<file path="config.mk">
export PLATFORM = sky130hd
export DESIGN_NAME = buck_mode_controller
export DESIGN_NICKNAME = d
export VERILOG_FILES = /design/src/buck_mode_pkg.sv /design/src/buck_mode_controller.sv
export VERILOG_INCLUDE_DIRS = /design/src
export SDC_FILE = /design/constraint.sdc
export NUM_CORES = 1
export LEC_CHECK = 0
export BUFFER_PORTS_ARGS = -buffer_cell sky130_fd_sc_hd__buf_2
export CAP_MARGIN = 20
export CORE_ASPECT_RATIO = 0.7
export CORE_MARGIN = 2
export CORE_UTILIZATION = 61
export CTS_CLUSTER_DIAMETER = 100
export DETAILED_ROUTE_END_ITERATION = 10
export MAX_ROUTING_LAYER = met4
export PLACE_DENSITY = 0.84
export SLEW_MARGIN = 20
export SYNTH_ARGS = -nofsm -noshare
export SYNTH_HDL_FRONTEND = slang
export SYNTH_SLANG_ARGS = --single-unit
</file>
<file path="constraint.sdc">
create_clock -name i_clk -period 4.5 [get_ports i_clk]
set_clock_uncertainty 0.05 [all_clocks]
set_input_delay 0 -clock i_clk [delete_from_list [all_inputs] [get_ports i_clk]]
set_output_delay 0 -clock i_clk [all_outputs]
set_load 0.1 [all_outputs]
</file>
<file path="src/buck_mode_params.svh">
// timing counts and field values for the buck mode controller
`ifndef BUCK_MODE_PARAMS_SVH
`define BUCK_MODE_PARAMS_SVH
// clock period and oscillator period, both in ns
`define BMC_CLK_PERIOD_NS 100
`define BMC_OSC_PERIOD_NS 1000
// clocks per oscillator cycle, derived from the two periods
`define BMC_OSC_CYCLES (`BMC_OSC_PERIOD_NS / `BMC_CLK_PERIOD_NS)
`define BMC_OSC_LAST 4'((`BMC_OSC_CYCLES) - 1)
// oscillator cycles a light-load flag must hold before pulse-frequency mode
`define BMC_QUAL_CYCLES 6'h20
// oscillator cycles spent on each soft-start current limit step
`define BMC_SS_STEP_CYCLES 8'h10
// current limit steps: 200 mA, 400 mA, 600 mA, 1220 mA (full)
`define BMC_ILIM_MIN 2'h0
`define BMC_ILIM_FULL 2'h3
`endif

</file>
<file path="src/buck_mode_pkg.sv">
// types shared by the buck mode controller
package buck_mode_pkg;
	typedef enum logic [2:0] {
		SHUTDOWN, PWM_HIGH, PWM_LOW, TIMED_LIMIT, PFM_SLEEP, PFM_HIGH, PFM_LOW
	} state_t;
	// comparator and pin flags, all from outside the clock domain
	typedef struct packed {
		logic en;
		logic supply_ok;
		logic reg_trip;
		logic cur_limit;
		logic zero_cur;
		logic light_load;
		logic pfm_peak_current_limit;
		logic out_above_high;
		logic pfm_exit_threshold;
		logic short_det;
		logic low_current;
	} flags_t;
endpackage : buck_mode_pkg

</file>
<file path="src/buck_mode_controller.sv">
// mode and gate control state machine for a synchronous step-down converter
//
// Contract
// - pwm: high on each cycle, off on trip
// - pwm: low-side on during off portion
// - peak current limit ends high-side on-time
// - short: hold low-side until current decays
// - light-load flag 32 cycles enters pfm
// - pfm idle below upper threshold: high on
// - pfm high ends at threshold or peak
// - pfm: low-side on until zero current
// - below threshold after zero: pulse again
// - at threshold: low-side to zero, sleep
// - below exit threshold returns to pwm
// - enable low turns everything off
// - soft start only on qualified enable rise
// - soft start raises limit in four steps
`include "buck_mode_params.svh"
module buck_mode_controller #(
	parameter logic [7:0] SS_STEP_CYCLES = `BMC_SS_STEP_CYCLES
) (
	// clock and reset
	input wire logic i_clk,
	input wire logic i_rst_b,
	// enable pin and supply monitor
	input wire logic i_en,
	input wire logic i_supply_ok,
	// comparator flags
	input wire logic i_reg_trip,
	input wire logic i_cur_limit,
	input wire logic i_zero_cur,
	input wire logic i_light_load,
	input wire logic pfm_peak_current_limit_peak_current_limit,
	input wire logic i_out_above_high,
	input wire logic pfm_peak_current_limit_exit_threshold,
	input wire logic i_short_det,
	input wire logic i_low_current,
	// power stage and analog control
	output logic o_high_gate,
	output logic o_low_gate,
	output logic o_pfm_mode,
	output logic o_sleep,
	output logic o_bias_en,
	output logic o_soft_start,
	output logic [1:0] o_ilim_step
);
	typedef buck_mode_pkg::state_t st_t;

	function automatic logic is_high(input st_t s);
		is_high = (s == buck_mode_pkg::PWM_HIGH) || (s == buck_mode_pkg::PFM_HIGH);
	endfunction : is_high

	function automatic logic is_low(input st_t s);
		is_low = (s == buck_mode_pkg::PWM_LOW) || (s == buck_mode_pkg::TIMED_LIMIT) ||
			(s == buck_mode_pkg::PFM_LOW);
	endfunction : is_low

	function automatic logic is_pfm(input st_t s);
		is_pfm = (s == buck_mode_pkg::PFM_SLEEP) || (s == buck_mode_pkg::PFM_HIGH) ||
			(s == buck_mode_pkg::PFM_LOW);
	endfunction : is_pfm

	buck_mode_pkg::flags_t raw;
	buck_mode_pkg::flags_t sync1_q;
	buck_mode_pkg::flags_t sync2_q;
	buck_mode_pkg::flags_t f;
	st_t state_q;
	st_t state_d;
	logic en_prev_q;
	logic run_q;
	logic run_d;
	logic en_rise;
	logic live;
	logic [3:0] osc_cnt_q;
	logic [3:0] osc_cnt_d;
	logic osc_tick;
	logic [5:0] qual_cnt_q;
	logic [5:0] qual_cnt_d;
	logic qual_done;
	logic light;
	logic [1:0] ss_step_q;
	logic [1:0] ss_step_d;
	logic [7:0] ss_cnt_q;
	logic [7:0] ss_cnt_d;
	logic ss_adv;

	// every flag crosses in through two flops before any logic sees it
	assign raw = {i_en, i_supply_ok, i_reg_trip, i_cur_limit, i_zero_cur, i_light_load,
		pfm_peak_current_limit_peak_current_limit, i_out_above_high, pfm_peak_current_limit_exit_threshold, i_short_det,
		i_low_current};
	always_ff @(posedge i_clk) begin
		if (!i_rst_b) begin
			sync1_q <= '0;
			sync2_q <= '0;
		end else begin
			sync1_q <= raw;
			sync2_q <= sync1_q;
		end
	end
	assign f = sync2_q;

	// a rise of enable only arms the block if the supply was already good
	assign en_rise = f.en & ~en_prev_q;
	assign run_d = f.en & (run_q | (en_rise & f.supply_ok));
	assign live = f.en & run_q;

	// oscillator cycle counter; a tick marks the last clock of each cycle
	assign osc_tick = (osc_cnt_q == `BMC_OSC_LAST);
	assign osc_cnt_d = (!live || osc_tick) ? 4'h0 : osc_cnt_q + 4'h1;

	// light-load qualification, restarted by any gap in which both flags are low
	assign light = f.zero_cur | f.light_load;
	assign qual_done = (qual_cnt_q == `BMC_QUAL_CYCLES);
	assign qual_cnt_d = (!live || !light || is_pfm(state_q)) ? 6'h0 :
		(osc_tick && !qual_done) ? qual_cnt_q + 6'h1 : qual_cnt_q;

	// soft-start step, held at the full limit once there
	assign ss_adv = osc_tick && (ss_cnt_q == SS_STEP_CYCLES - 8'h1);
	assign ss_step_d = !live ? `BMC_ILIM_MIN :
		(ss_step_q != `BMC_ILIM_FULL && ss_adv) ? ss_step_q + 2'h1 : ss_step_q;
	assign ss_cnt_d = (!live || ss_step_q == `BMC_ILIM_FULL || ss_adv) ? 8'h0 :
		osc_tick ? ss_cnt_q + 8'h1 : ss_cnt_q;

	// next state; shutdown overrides everything and acts as a reset
	always_comb begin
		state_d = state_q;
		if (!live) begin
			state_d = buck_mode_pkg::SHUTDOWN;
		end else begin
			case (state_q)
				buck_mode_pkg::SHUTDOWN: begin
					state_d = buck_mode_pkg::PWM_HIGH;
				end
				buck_mode_pkg::PWM_HIGH: begin
					if (f.short_det)
						state_d = buck_mode_pkg::TIMED_LIMIT;
					else if (f.cur_limit || f.reg_trip)
						state_d = buck_mode_pkg::PWM_LOW;
				end
				buck_mode_pkg::PWM_LOW: begin
					if (f.short_det)
						state_d = buck_mode_pkg::TIMED_LIMIT;
					else if (osc_tick && qual_done)
						state_d = buck_mode_pkg::PFM_SLEEP;
					else if (osc_tick)
						state_d = buck_mode_pkg::PWM_HIGH;
				end
				buck_mode_pkg::TIMED_LIMIT: begin
					// low-side stays on past the cycle edge so the current can decay
					if (f.low_current)
						state_d = buck_mode_pkg::PWM_LOW;
				end
				buck_mode_pkg::PFM_SLEEP: begin
					if (f.pfm_exit_threshold)
						state_d = buck_mode_pkg::PWM_HIGH;
					else if (!f.out_above_high)
						state_d = buck_mode_pkg::PFM_HIGH;
				end
				buck_mode_pkg::PFM_HIGH: begin
					if (f.pfm_exit_threshold)
						state_d = buck_mode_pkg::PWM_HIGH;
					else if (f.out_above_high || f.pfm_peak_current_limit || f.cur_limit)
						state_d = buck_mode_pkg::PFM_LOW;
				end
				buck_mode_pkg::PFM_LOW: begin
					if (f.pfm_exit_threshold)
						state_d = buck_mode_pkg::PWM_LOW;
					else if (f.zero_cur && f.out_above_high)
						state_d = buck_mode_pkg::PFM_SLEEP;
					else if (f.zero_cur)
						state_d = buck_mode_pkg::PFM_HIGH;
				end
				default: begin
					state_d = buck_mode_pkg::SHUTDOWN;
				end
			endcase
		end
	end

	// control state and counters
	always_ff @(posedge i_clk) begin
		if (!i_rst_b) begin
			state_q <= buck_mode_pkg::SHUTDOWN;
			en_prev_q <= 1'b0;
			run_q <= 1'b0;
			osc_cnt_q <= 4'h0;
			qual_cnt_q <= 6'h0;
			ss_step_q <= `BMC_ILIM_MIN;
			ss_cnt_q <= 8'h0;
		end else begin
			state_q <= state_d;
			en_prev_q <= f.en;
			run_q <= run_d;
			osc_cnt_q <= osc_cnt_d;
			qual_cnt_q <= qual_cnt_d;
			ss_step_q <= ss_step_d;
			ss_cnt_q <= ss_cnt_d;
		end
	end

	// outputs registered from the next state so gates never glitch
	always_ff @(posedge i_clk) begin
		if (!i_rst_b) begin
			o_high_gate <= 1'b0;
			o_low_gate <= 1'b0;
			o_pfm_mode <= 1'b0;
			o_sleep <= 1'b0;
			o_bias_en <= 1'b0;
			o_soft_start <= 1'b0;
			o_ilim_step <= `BMC_ILIM_MIN;
		end else begin
			o_high_gate <= is_high(state_d);
			o_low_gate <= is_low(state_d);
			o_pfm_mode <= is_pfm(state_d);
			o_sleep <= (state_d == buck_mode_pkg::PFM_SLEEP);
			o_bias_en <= (state_d != buck_mode_pkg::SHUTDOWN);
			o_soft_start <= live && (ss_step_d != `BMC_ILIM_FULL);
			o_ilim_step <= ss_step_d;
		end
	end
endmodule : buck_mode_controller

</file>
# Word level (Yosys, flattened, before mapping)
# Cells that the tools add are included.
[totals] reg_bits=53 input_bits=13 output_inout_bits=8 word_cells=111
[classes] addsub=4 n_eq_ne=18 mux=17 bitwise_logic=8 reduce_logical=29
[ops] cell="$mux W3" n=14
[ops] cell="$pmux W3 S7" n=1
[ops] cell="$eq A3 B3 Y1 const B" n=6
[ops] cell="$logic_or A1 B1 Y1" n=15
[ops] cell="$eq A3 B2 Y1 const B" n=4
[ops] cell="$add A8 B1 Y8 const B" n=1
[ops] cell="$eq A8 B4 Y1 const B" n=1
[ops] cell="$add A6 B1 Y6 const B" n=1
[ops] cell="$eq A3 B1 Y1 const B" n=2
[ops] cell="$eq A6 B6 Y1 const B" n=1
[ops] cell="$logic_and A1 B1 Y1" n=6
[ops] cell="$reduce_or A2 Y1" n=3
[ops] cell="$add A4 B1 Y4 const B" n=1
[ops] cell="$and A1 B1 Y1" n=4
[ops] cell="$eq A4 B4 Y1 const B" n=1
[ops] cell="$mux W2" n=2
[ops] cell="$ne A2 B2 Y1 const B" n=2
[ops] cell="$logic_not A1 Y1" n=3
[ops] cell="$logic_not A3 Y1" n=1
[ops] cell="$reduce_bool A3 Y1" n=1
[ops] cell="$add A2 B1 Y2 const B" n=1
[ops] cell="$eq A2 B2 Y1 const B" n=1
[ops] cell="$not A1 Y1" n=2
[ops] cell="$or A1 B1 Y1" n=2

# Longest topological paths before layout
# Gate-level depths: netlist (run 1).
[depth] word_depth=9 mapped_depth=8 ltp_nobuf=6

# Least setup slack after synthesis (run 1)
# No wires, ideal clock.
[synth_timing] path_type="flip-flop to flip-flop" startpoint="register o_ilim_step[0] (netlist name)" endpoint="register o_soft_start" setup_time_ps=184 arrival_ps=2004 t_required_ps=4266 path_slack_ps=2263 path_stages_with_launch=6 n_path_buf=1 synth_period_minus_slack_ps=2237 path_cell_list="dfxtp_1 > ha_1 > or4_1 > buf_2 > nor3b_2 > a311oi_2"
[synth_lines] element="end signal, assigned" line="buck_mode_controller.sv:217" source="o_soft_start <= live && (ss_step_d != `BMC_ILIM_FULL);"
[synth_lines] element="end, declared" line="buck_mode_controller.sv:44" source="output logic o_soft_start,"

# Final worst setup path (run 1)
[layout_timing] startpoint="register osc_cnt_q[0]" endpoint="register o_soft_start"
[layout_via] elab_chain_len=7
[layout_lines] element="start, declared" line="buck_mode_controller.sv:74" source="logic [3:0] osc_cnt_q;"
[layout_lines] element="start signal, assigned" line="buck_mode_controller.sv:194" source="osc_cnt_q <= osc_cnt_d;"
[layout_lines] element="$eq A4 B4 Y1 (no line)"
[layout_lines] element="$logic_and A1 B1 Y1" line="buck_mode_controller.sv:118" source="assign ss_adv = osc_tick && (ss_cnt_q == SS_STEP_CYCLES - 8'h1);"
[layout_lines] element="$logic_and A1 B1 Y1" line="buck_mode_controller.sv:120" source="(ss_step_q != `BMC_ILIM_FULL && ss_adv) ? ss_step_q + 2'h1 : ss_step_q;"
[layout_lines] element="$mux W2" line="buck_mode_controller.sv:120"
[layout_lines] element="$mux W2" line="buck_mode_controller.sv:119" source="assign ss_step_d = !live ? `BMC_ILIM_MIN :"
[layout_lines] element="$ne A2 B2 Y1 (no line)"
[layout_lines] element="$logic_and A1 B1 Y1" line="buck_mode_controller.sv:217"
# No other way between the ends.
# A chain may end at the register's enable or synchronous reset.

==> metrics, run 1 <==
y dimension of the die=51.75 um; part of the power in the clock network=35.8%; Seq/Total Area, Yosys=53.40%; status=finished, final reports clean; initial antenna violation count=0; endpoint of the worst hold-timing path=sync1_q[10]; die span in x=72.22 um; switching share of total power=19.68%; total number of vias=1,474; Final Hold Fails=0; Avg Inst Size Synth=9.836 um^2; clock transition time at the flip-flop clock pins of the worst setup and hold paths=0.09 ns; average via count per standard cell=5.459; count of cells along the worst hold path=2; worst-case headroom to the max-slew limit=66.82%; data arrival time of the critical path=2.32 ns; number of enable flip-flop cells after synthesis=0; delay of the slowest cell on the worst path=0.76 ns; Yosys warnings=0; Initial Utilization=63.55%; Pins Over Slew Limit=0; WS Path Type=reg -> reg; GP Congestion=0.8375; number of buffers created by CTS=5; Placed Instances=251; number of resized instances in the post-cts repair step=0; final HPWL from detailed placement=2633 um; ports placed on the boundary=21; Synth-to-Final Area Change=16.31%; Seq pwr share=61.0%; critical path startpoint category=register; post-synthesis instance area=0.001987 mm^2; cell area after layout=0.002311 mm^2; Data required, critical path=4.63 ns; total wire length after detailed routing=3927 um; total gr overflow=0; Hold Startpoint=i_rst_b; count of TritonRoute iterations in the first routing pass=5; cell with the biggest individual delay on the critical path=or4_1; worst-case vdd ir drop=0.0002633 V; maximum level of the CTS H-tree=2; Comb power frac=3.2%; total of endpoints with negative setup slack in the final report=0; Critical Path Start=osc_cnt_q[0]; final worst path period share=48.85%; total routing resource utilization after global routing=24.43%; post-synthesis instance total=202; Fin Setup TNS=0 ns; #FFs+latches synth=53; post-synthesis async set-or-reset flop share=0%; crit path max fanout=12; number of buffer and inverter stages on the critical path=0; worst-margin pin slew=0.4963 ns; share of final-layout standard cells stronger than drive strength 1=13.79%; Finished Core Util=73.91%; Net Switching=0.1552 mW; number of nets with antenna violations after detailed routing=0; Placed Instance Area=0.002100 mm^2; Static Leakage=0.8996 nW; Fmax achieved=454.9 MHz; non-filler instance count after layout=270; most frequent cells in the layout=dfxtp_1 (53), and2_1 (23), nor2_1 (20), buf_2 (20), dlygate4sd3_1 (11); Net count, final=250; number of distinct library cells after synthesis=41; endpoint of the worst-slack reg-to-reg timing path=o_soft_start; Post-CTS Setup Repair Bufs=0; TritonCTS Sinks=53; number of global-route vias before repair=1,475; type of the worst min-delay path=in -> reg; TritonCTS clock tree=built; Reg2Reg Launch Point=osc_cnt_q[0]; die outline area=0.003737 mm^2; pre-CTS worst setup slack=2.331 ns; RSZ-0062 raised after global routing=false; type of destination of the critical path=register; pin count of the biggest net entering global routing=25; overall power of the completed layout=0.7886 mW; Final Worst Setup Slack=2.302 ns; WL/cell=14.54 um; flop-to-flop setup slack=2.30 ns; buffer type at the clock tree root=clkbuf_8; global-route wire length before repair=6589 um; cell-by-cell trace of the critical path=ha_1 > nand3b_1 > or4_1 > nor3b_2 > a311oi_2; Starting DRT DRC Count=108; core box area=0.003127 mm^2; number of rows in the core area=17; clock insertion delay at the later pin of the skew report=0.31 ns; net count after synthesis=221; number of cells traversed by the worst register-to-register path=5; time the final worst path needs with I/O delays and setup=2.198 ns; n_diodes=0; internal power=0.6334 mW; dominant register cell in the synthesized netlist=dfxtp_1; Final Hold Slack=0.04629 ns; DRC Markers=0; total of buffers placed on input and output ports=20; max capacitance violation total=0; dominant delay contributor by cell family on the critical path=simple AND/OR/NAND/NOR gates; Power per Cell Area=341.2 mW/mm^2; count of hold-fix buffers inserted at cts=11; maximum clock path buffer count=2; leading cell type in the layout, fill and taps excluded=dfxtp_1
==> registers in the layout, indices dropped and copies added (netlist names) <==
signal / cells
en_prev_q: 1
f: 11
o_bias_en: 1
o_high_gate: 1
o_ilim_step: 2
o_low_gate: 1
o_pfm_mode: 1
o_sleep: 1
o_soft_start: 1
osc_cnt_q: 4
qual_cnt_q: 6
run_q: 1
ss_cnt_q: 8
state_q: 3
sync1_q: 11
==> layer usage <==
metal	share of wire, %	track usage (%)	vias to the layer above
met5	0	-	-
met3	4.0	7.752	9
met2	49	40.06	35
met1	45	28.59	689
li1	-	-	741
met4	1.5	8.805	0
==> cell usage after synthesis (4+ instances only) <==
| master | n | area share (%) |
|---|---|---|
| ha_1 | 6 | 3.8 |
| nand2_1 | 10 | 1.9 |
| inv_1 | 7 | 1.3 |
| xnor2_1 | 8 | 3.5 |
| a21oi_1 | 6 | 1.5 |
| nand3_1 | 5 | 1.3 |
| clkbuf_1 | 8 | 1.5 |
| dfxtp_1 | 53 | 53 |
| nor2_1 | 20 | 3.8 |
| xor2_1 | 6 | 2.6 |
| and2_1 | 23 | 7.2 |
| nor2b_1 | 4 | 1.3 |
| nor3_1 | 6 | 1.5 |
| or3_1 | 4 | 1.3 |
==> power by group through the flow <==
| stage | Clock, mW | Sequential, mW | Combinational (mW) |
|---|---|---|---|
| after floorplan | 0 | 0.491 | 0.0107 |
| after global placement | 0 | 0.492 | 0.0165 |
| after detailed placement | 0 | 0.492 | 0.0174 |
| after CTS | 0.288 | 0.481 | 0.0248 |
| after global routing | 0.311 | 0.483 | 0.0278 |
| final | 0.282 | 0.481 | 0.0250 |
==> area by class of cell <==
type | instances | area [um^2]
sequential | 53 | 1061
multi-input combinational | 133 | 864.6
fill | 202 | 815.8
timing repair buffer | 31 | 210.2
clock buffer | 7 | 96.34
tap | 38 | 47.55
inverter | 7 | 26.28
clock inverter | 1 | 5.005
==> cells by family after synthesis <==
group / after synthesis / share of synthesized area [%]
xor+xnor: 14 / 6.171
fa+ha+maj: 6 / 3.778
simple gates: 89 / 24.75
mux: 2 / 1.008
buf+inv: 16 / 3.086
flops: 53 / 53.40
compound gates: 22 / 7.809
==> how the worst max path moves through the flow <==
| stage | end | slack (ns) | cells after the start |
|---|---|---|---|
| 6_report | o_soft_start | 2.30 | 5 |
| 3_3_place_gp | o_soft_start | 2.48 | 5 |
| 5_1_grt | o_soft_start | 2.17 | 5 |
| 3_5_place_dp | o_soft_start | 2.33 | 5 |
| 4_1_cts | o_soft_start | 2.33 | 5 |
| 2_1_floorplan | o_soft_start | 2.26 | 5 |
Note: power is estimated with default switching activity, not from simulation.
==> run 2: changes to the inputs <==
Settings changed: ABC_AREA set to 1, CORE_UTILIZATION 61 to 52, PLACE_DENSITY 0.84 to 0.76.
Clock period 4.5 ns to 1.8 ns, I/O delays scaled along.
==> run 2 against run 1 <==
Sequential cell count did not move. Largest cell class unchanged. Die area rose by 27%. Final area rose by 12%. Via count rose by 19%. Critical endpoint is now ss_cnt_q[6]. Largest power group unchanged. Synthesized cell count rose by 46%. Combinational power rose to 2.9 times the previous value. Sequential share of layout area fell by 4.9 points. Sequential power rose by 150%. Worst setup slack got worse by 2.1 ns. Clock power rose to 2.9 times the previous value.
==> metrics, run 2 <==
area fraction in and, or, nand and nor cells after synthesis=28.69%; Yosys warnings=0; number of buffers created by CTS=5; data arrival time of the critical path=1.83 ns; max capacitance violation total=0; maximum clock path buffer count=2; number of enable flip-flop cells after synthesis=0; final HPWL from detailed placement=2732 um; dominant delay contributor by cell family on the critical path=simple AND/OR/NAND/NOR gates; commonest cells in the netlist=nand2_1 (77), inv_1 (54), dfxtp_1 (53); total gr overflow=0; pin count of the biggest net entering global routing=23; share of the synthesized area in the top cell type=48.46%; time the final worst path needs with I/O delays and setup=1.631 ns; total number of vias=1,758; GP Congestion=0.8685; count of TritonRoute iterations in the first routing pass=4; Data required, critical path=2.00 ns; #FFs+latches synth=53; Net count, final=350; dominant register cell in the synthesized netlist=dfxtp_1; status=finished, final reports clean; total routing resource utilization after global routing=19.01%; buffer type at the clock tree root=clkbuf_8; Starting DRT DRC Count=113; cell with the biggest individual delay on the critical path=dfxtp_1; cell-by-cell trace of the critical path=ha_1 > nand3_2 > buf_4 > nor3_4 > nand3_2 > or2_0 > a21oi_2; clock insertion delay at the later pin of the skew report=0.31 ns; WL/cell=9.927 um; most frequent cells in the layout=nand2_1 (77), inv_1 (54), dfxtp_1 (51), nor2_1 (34), buf_2 (20); post-synthesis instance total=294; overall power of the completed layout=2.098 mW; FILL cells=322; worst-margin pin slew=0.4927 ns; Power per Cell Area=808.3 mW/mm^2; die outline area=0.004754 mm^2; number of rows in the core area=19; most common cell in the netlist=nand2_1; leading cell types by total area after synthesis=dfxtp_1 (48%), nand2_1 (13%), inv_1 (9.3%); storage element area=0.001064 mm^2; dominant combinational cell family by area after synthesis=simple AND/OR/NAND/NOR gates; clock transition time at the flip-flop clock pins of the worst setup and hold paths=0.10 ns; initial antenna violation count=0; TritonCTS Sinks=53; complex-gate fraction of the synthesized area=5.657%; worst-case vdd ir drop=0.0006227 V; number of buffer and inverter stages on the critical path=1; die span in x=81.56 um; type of the worst min-delay path=in -> reg; ports placed on the boundary=21; global-route wire length before repair=6741 um; share of final-layout standard cells stronger than drive strength 1=13.25%; Final Hold Fails=0; Fin Setup TNS=0 ns; post-synthesis async set-or-reset flop share=0%; area of the multi-input gates=898.4 um^2; maximum level of the CTS H-tree=2; XOR/XNOR Fraction of Synth Area=2.800%; DRC Markers=0; type of destination of the critical path=register; n_diodes=0; RSZ-0062 raised after global routing=false; average via count per standard cell=4.578; number of global-route vias before repair=1,569; Fmax achieved=613.2 MHz; crit path max fanout=8; post-synthesis instance area=0.002190 mm^2; critical path startpoint category=register; cell repeated most along the worst path=nand3_2; Pins Over Slew Limit=0; Avg Inst Size Synth=7.448 um^2; TritonCTS clock tree=built; Synth-to-Final Area Change=18.57%; adder-cell share of the synthesized area=3.429%; cell accounting for the most synthesized area=dfxtp_1; Initial Utilization=55.15%; number of distinct library cells after synthesis=28; Static Leakage=1.303 nW; WS Path Type=reg -> reg; total of endpoints with negative setup slack in the final report=0; leading cell type in the layout, fill and taps excluded=nand2_1; total of buffers placed on input and output ports=20; net count after synthesis=313; mux share of post-synthesis cell area=0%; final worst path period share=90.60%; Seq/Total Area, Yosys=48.46%; number of nets with antenna violations after detailed routing=0; core box area=0.003970 mm^2; total wire length after detailed routing=3812 um; delay of the slowest cell on the worst path=0.39 ns; worst-case headroom to the max-slew limit=67.38%; y dimension of the die=58.29 um
-- run 2: metal layers --
metal	global-route usage, %	up-vias	share of wire (%)
li1	-	966	-
met1	25.47	760	52
met2	27.75	28	43
met3	5.675	4	4.3
met4	6.053	0	1.1
met5	-	-	0
-- run 2: report_power, final --
| part | switching (mW) | internal, mW | total, mW |
|---|---|---|---|
| logic | 0.0335 | 0.0389 | 0.0724 |
| registers | 0.00888 | 1.20 | 1.20 |
| clock network | 0.397 | 0.424 | 0.822 |
-- run 2: worst reg2reg max path, stage by stage (launching register included) --
cell	delay, ns
dfxtp_1	0.39
ha_1	0.18
nand3_2	0.15
buf_4	0.21
nor3_4	0.18
nand3_2	0.09
or2_0	0.22
a21oi_2	0.11
-- run 2: logic make-up (layout without fill, tap and decap cells) --
kind of cell    count (synthesis)  after routing
buf+inv                        61             99
fa+ha+maj                       6              6
simple gates                  146            146
xor+xnor                        7              7
flops                          53             53
compound gates                 21             21
-- run 2: path summary, 6_finish.rpt --
kind	from	end	slack (ns)	depth (start not counted)
setup / recovery	osc_cnt_q[0]	ss_cnt_q[6]	0.17	7
hold / removal	i_light_load	sync1_q[5]	0.35	4
setup reg to reg	osc_cnt_q[0]	ss_cnt_q[6]	0.17	7
hold reg to reg	sync1_q[9]	f[9]	0.37	2
-- run 2: layout make-up --
| cell class | count | share of cell area [%] |
|---|---|---|
| repair buffers | 34 | 9.060 |
| multi-input cells | 180 | 34.60 |
| flip-flops and latches | 53 | 40.96 |
| well taps | 52 | 2.506 |
| clock buffers | 5 | 2.651 |
| inverters | 57 | 8.386 |
| clock inverters | 3 | 1.831 |
-- run 2: through the flow --
stage          setup WS, ns  area, um^2  utilization, %  std cells  hold WS (ns)
5_1_grt             0.03498        2596           65.40        384        0.3687
3_3_place_gp         0.2039        2346           59.09        364        0.1304
2_1_floorplan        0.3207        2192               -        294       0.04763
6_report             0.1692        2596           65.40        384        0.3527
3_5_place_dp         0.1467        2346           59.09        364        0.1349
4_1_cts              0.1210        2582           65.05        384        0.3420
-- run 2: repair_timing --
action | 4_1_cts | 5_1_grt
resized for setup | 0 | 3
setup endpoints to repair | 0 | 8
hold buffers | 12 | 0
setup buffers | 0 | 0
endpoints found under the hold margin | 13 | 0
==> run 3: changes to the inputs <==
Settings changed: REMOVE_ABC_BUFFERS set to 1.
==> run 3 against run 2 <==
Register-to-register slack is essentially flat. Hold slack got worse by 0.0029 ns. Clock power up 1%. Global-route usage up 0.55 points. Critical path type unchanged.
==> metrics, run 3 (synthesized netlist as in run 2, its figures left out) <==
status=finished, final reports clean; crit path max fanout=8; share of final-layout standard cells stronger than drive strength 1=12.87%; storage element area=0.001061 mm^2; total of endpoints with negative setup slack in the final report=0; core box area=0.003970 mm^2; Data required, critical path=1.97 ns; die outline area=0.004754 mm^2; max capacitance violation total=0; type of the worst min-delay path=in -> reg; maximum clock path buffer count=2; final worst path period share=91.17%; time the final worst path needs with I/O delays and setup=1.641 ns; Fmax achieved=609.4 MHz; total wire length after detailed routing=4013 um; leading cell type in the layout, fill and taps excluded=nand2_1; pin count of the biggest net entering global routing=23; area of the multi-input gates=895.9 um^2; Power per Cell Area=804.7 mW/mm^2; GP Congestion=0.8533; clock insertion delay at the later pin of the skew report=0.31 ns; initial antenna violation count=0; final HPWL from detailed placement=2805 um; worst-case headroom to the max-slew limit=67.82%; pre-CTS worst setup slack=0.06143 ns; Finished Core Util=66.03%; FILL cells=326; average via count per standard cell=4.632; WS Path Type=reg -> reg; Fin Setup TNS=0 ns; global-route wire length before repair=6886 um; Final Worst Setup Slack=0.1590 ns; Net count, final=352; Starting DRT DRC Count=49; worst-case vdd ir drop=0.0006595 V; buffer type at the clock tree root=clkbuf_8; number of global-route vias before repair=1,669; worst-margin pin slew=0.4861 ns; critical path startpoint category=register; number of buffers created by CTS=5; count of TritonRoute iterations in the first routing pass=4; total of buffers placed on input and output ports=20; most frequent cells in the layout=nand2_1 (77), inv_1 (54), dfxtp_1 (53), nor2_1 (34), buf_2 (20); Pins Over Slew Limit=0; Final Hold Fails=0; RSZ-0062 raised after global routing=true; data arrival time of the critical path=1.81 ns; total number of vias=1,788; DRC Markers=0; WL/cell=10.40 um; number of nets with antenna violations after detailed routing=0; Initial Utilization=55.15%; ports placed on the boundary=21; TritonCTS clock tree=built; TritonCTS Sinks=53; clock transition time at the flip-flop clock pins of the worst setup and hold paths=0.10 ns; Synth-to-Final Area Change=19.71%; total routing resource utilization after global routing=19.56%; y dimension of the die=58.29 um; type of destination of the critical path=register; number of rows in the core area=19; Static Leakage=1.316 nW; maximum level of the CTS H-tree=2; n_diodes=0; total gr overflow=0; die span in x=81.56 um
## run 3: cell types whose count changed in the layout (fill, tap and decap cells not counted), moves of 2 or more
cell     delta
inv_6       -2
nand3_2     -2
dfxtp_2     -2
dfxtp_1     +2
## run 3: metal layers
layer  GRT usage, %  vias up  wire length, um
met3          4.601        4              233
met5              -        -                0
met4          7.022        0               29
li1               -      970                -
met1          23.72      765             1952
met2          32.08       49             1797
## run 3: path summary, 6_finish.rpt
check | slack (ns) | cells after the start | endpoint | from
min | 0.35 | 4 | sync1_q[0] | i_low_current
min reg2reg | 0.37 | 2 | f[3] | sync1_q[3]
max | 0.16 | 11 | o_soft_start | osc_cnt_q[1]
max reg2reg | 0.16 | 11 | o_soft_start | osc_cnt_q[1]
## run 3: area by class of cell
class / instances / share of cell area [%]
multi-input cells: 180 / 34.18
clock inverters: 3 / 1.909
well taps: 52 / 2.482
repair buffers: 36 / 10.02
flip-flops and latches: 53 / 40.48
clock buffers: 5 / 2.625
inverters: 57 / 8.306
## run 3: timing repair
item / CTS / global route
gates resized for setup: 0 / 2
hold buffers: 12 / 0
endpoints found under the hold margin: 13 / 0
buffers inserted: 0 / 1
setup endpoints to repair: 0 / 12
## run 3: power breakdown
| part | internal [mW] | leakage (nW) | total [mW] | switching, mW |
|---|---|---|---|---|
| Combinational | 0.0389 | 0.824 | 0.0734 | 0.0345 |
| Sequential | 1.20 | 0.432 | 1.20 | 0.00896 |
| Clock | 0.426 | 0.0603 | 0.831 | 0.405 |
| Total | 1.66 | 1.32 | 2.11 | 0.449 |
## run 3: critical path, stage by stage, from the launching register on
cell and delay [ns]:
dfxtp_1 0.36, inv_1 0.05, ha_1 0.20, nand3_4 0.17, clkinvlp_4 0.17, buf_12 0.15
nand3_1 0.09, nand2_1 0.06, nand2_1 0.08, nand3_1 0.08, nand2_1 0.06, inv_1 0.03
## run 3: through the flow
stage | hold WS, ns | cell area, um^2 | total power, mW | instances
after global routing | 0.3564 | 2621 | 2.186 | 386
after detailed placement | 0.1353 | 2351 | 1.284 | 365
after CTS | 0.3342 | 2590 | 2.129 | 385
final | 0.3498 | 2621 | 2.109 | 386
after floorplan | 0.04345 | 2163 | 1.256 | 290
after global placement | 0.1294 | 2351 | 1.281 | 365
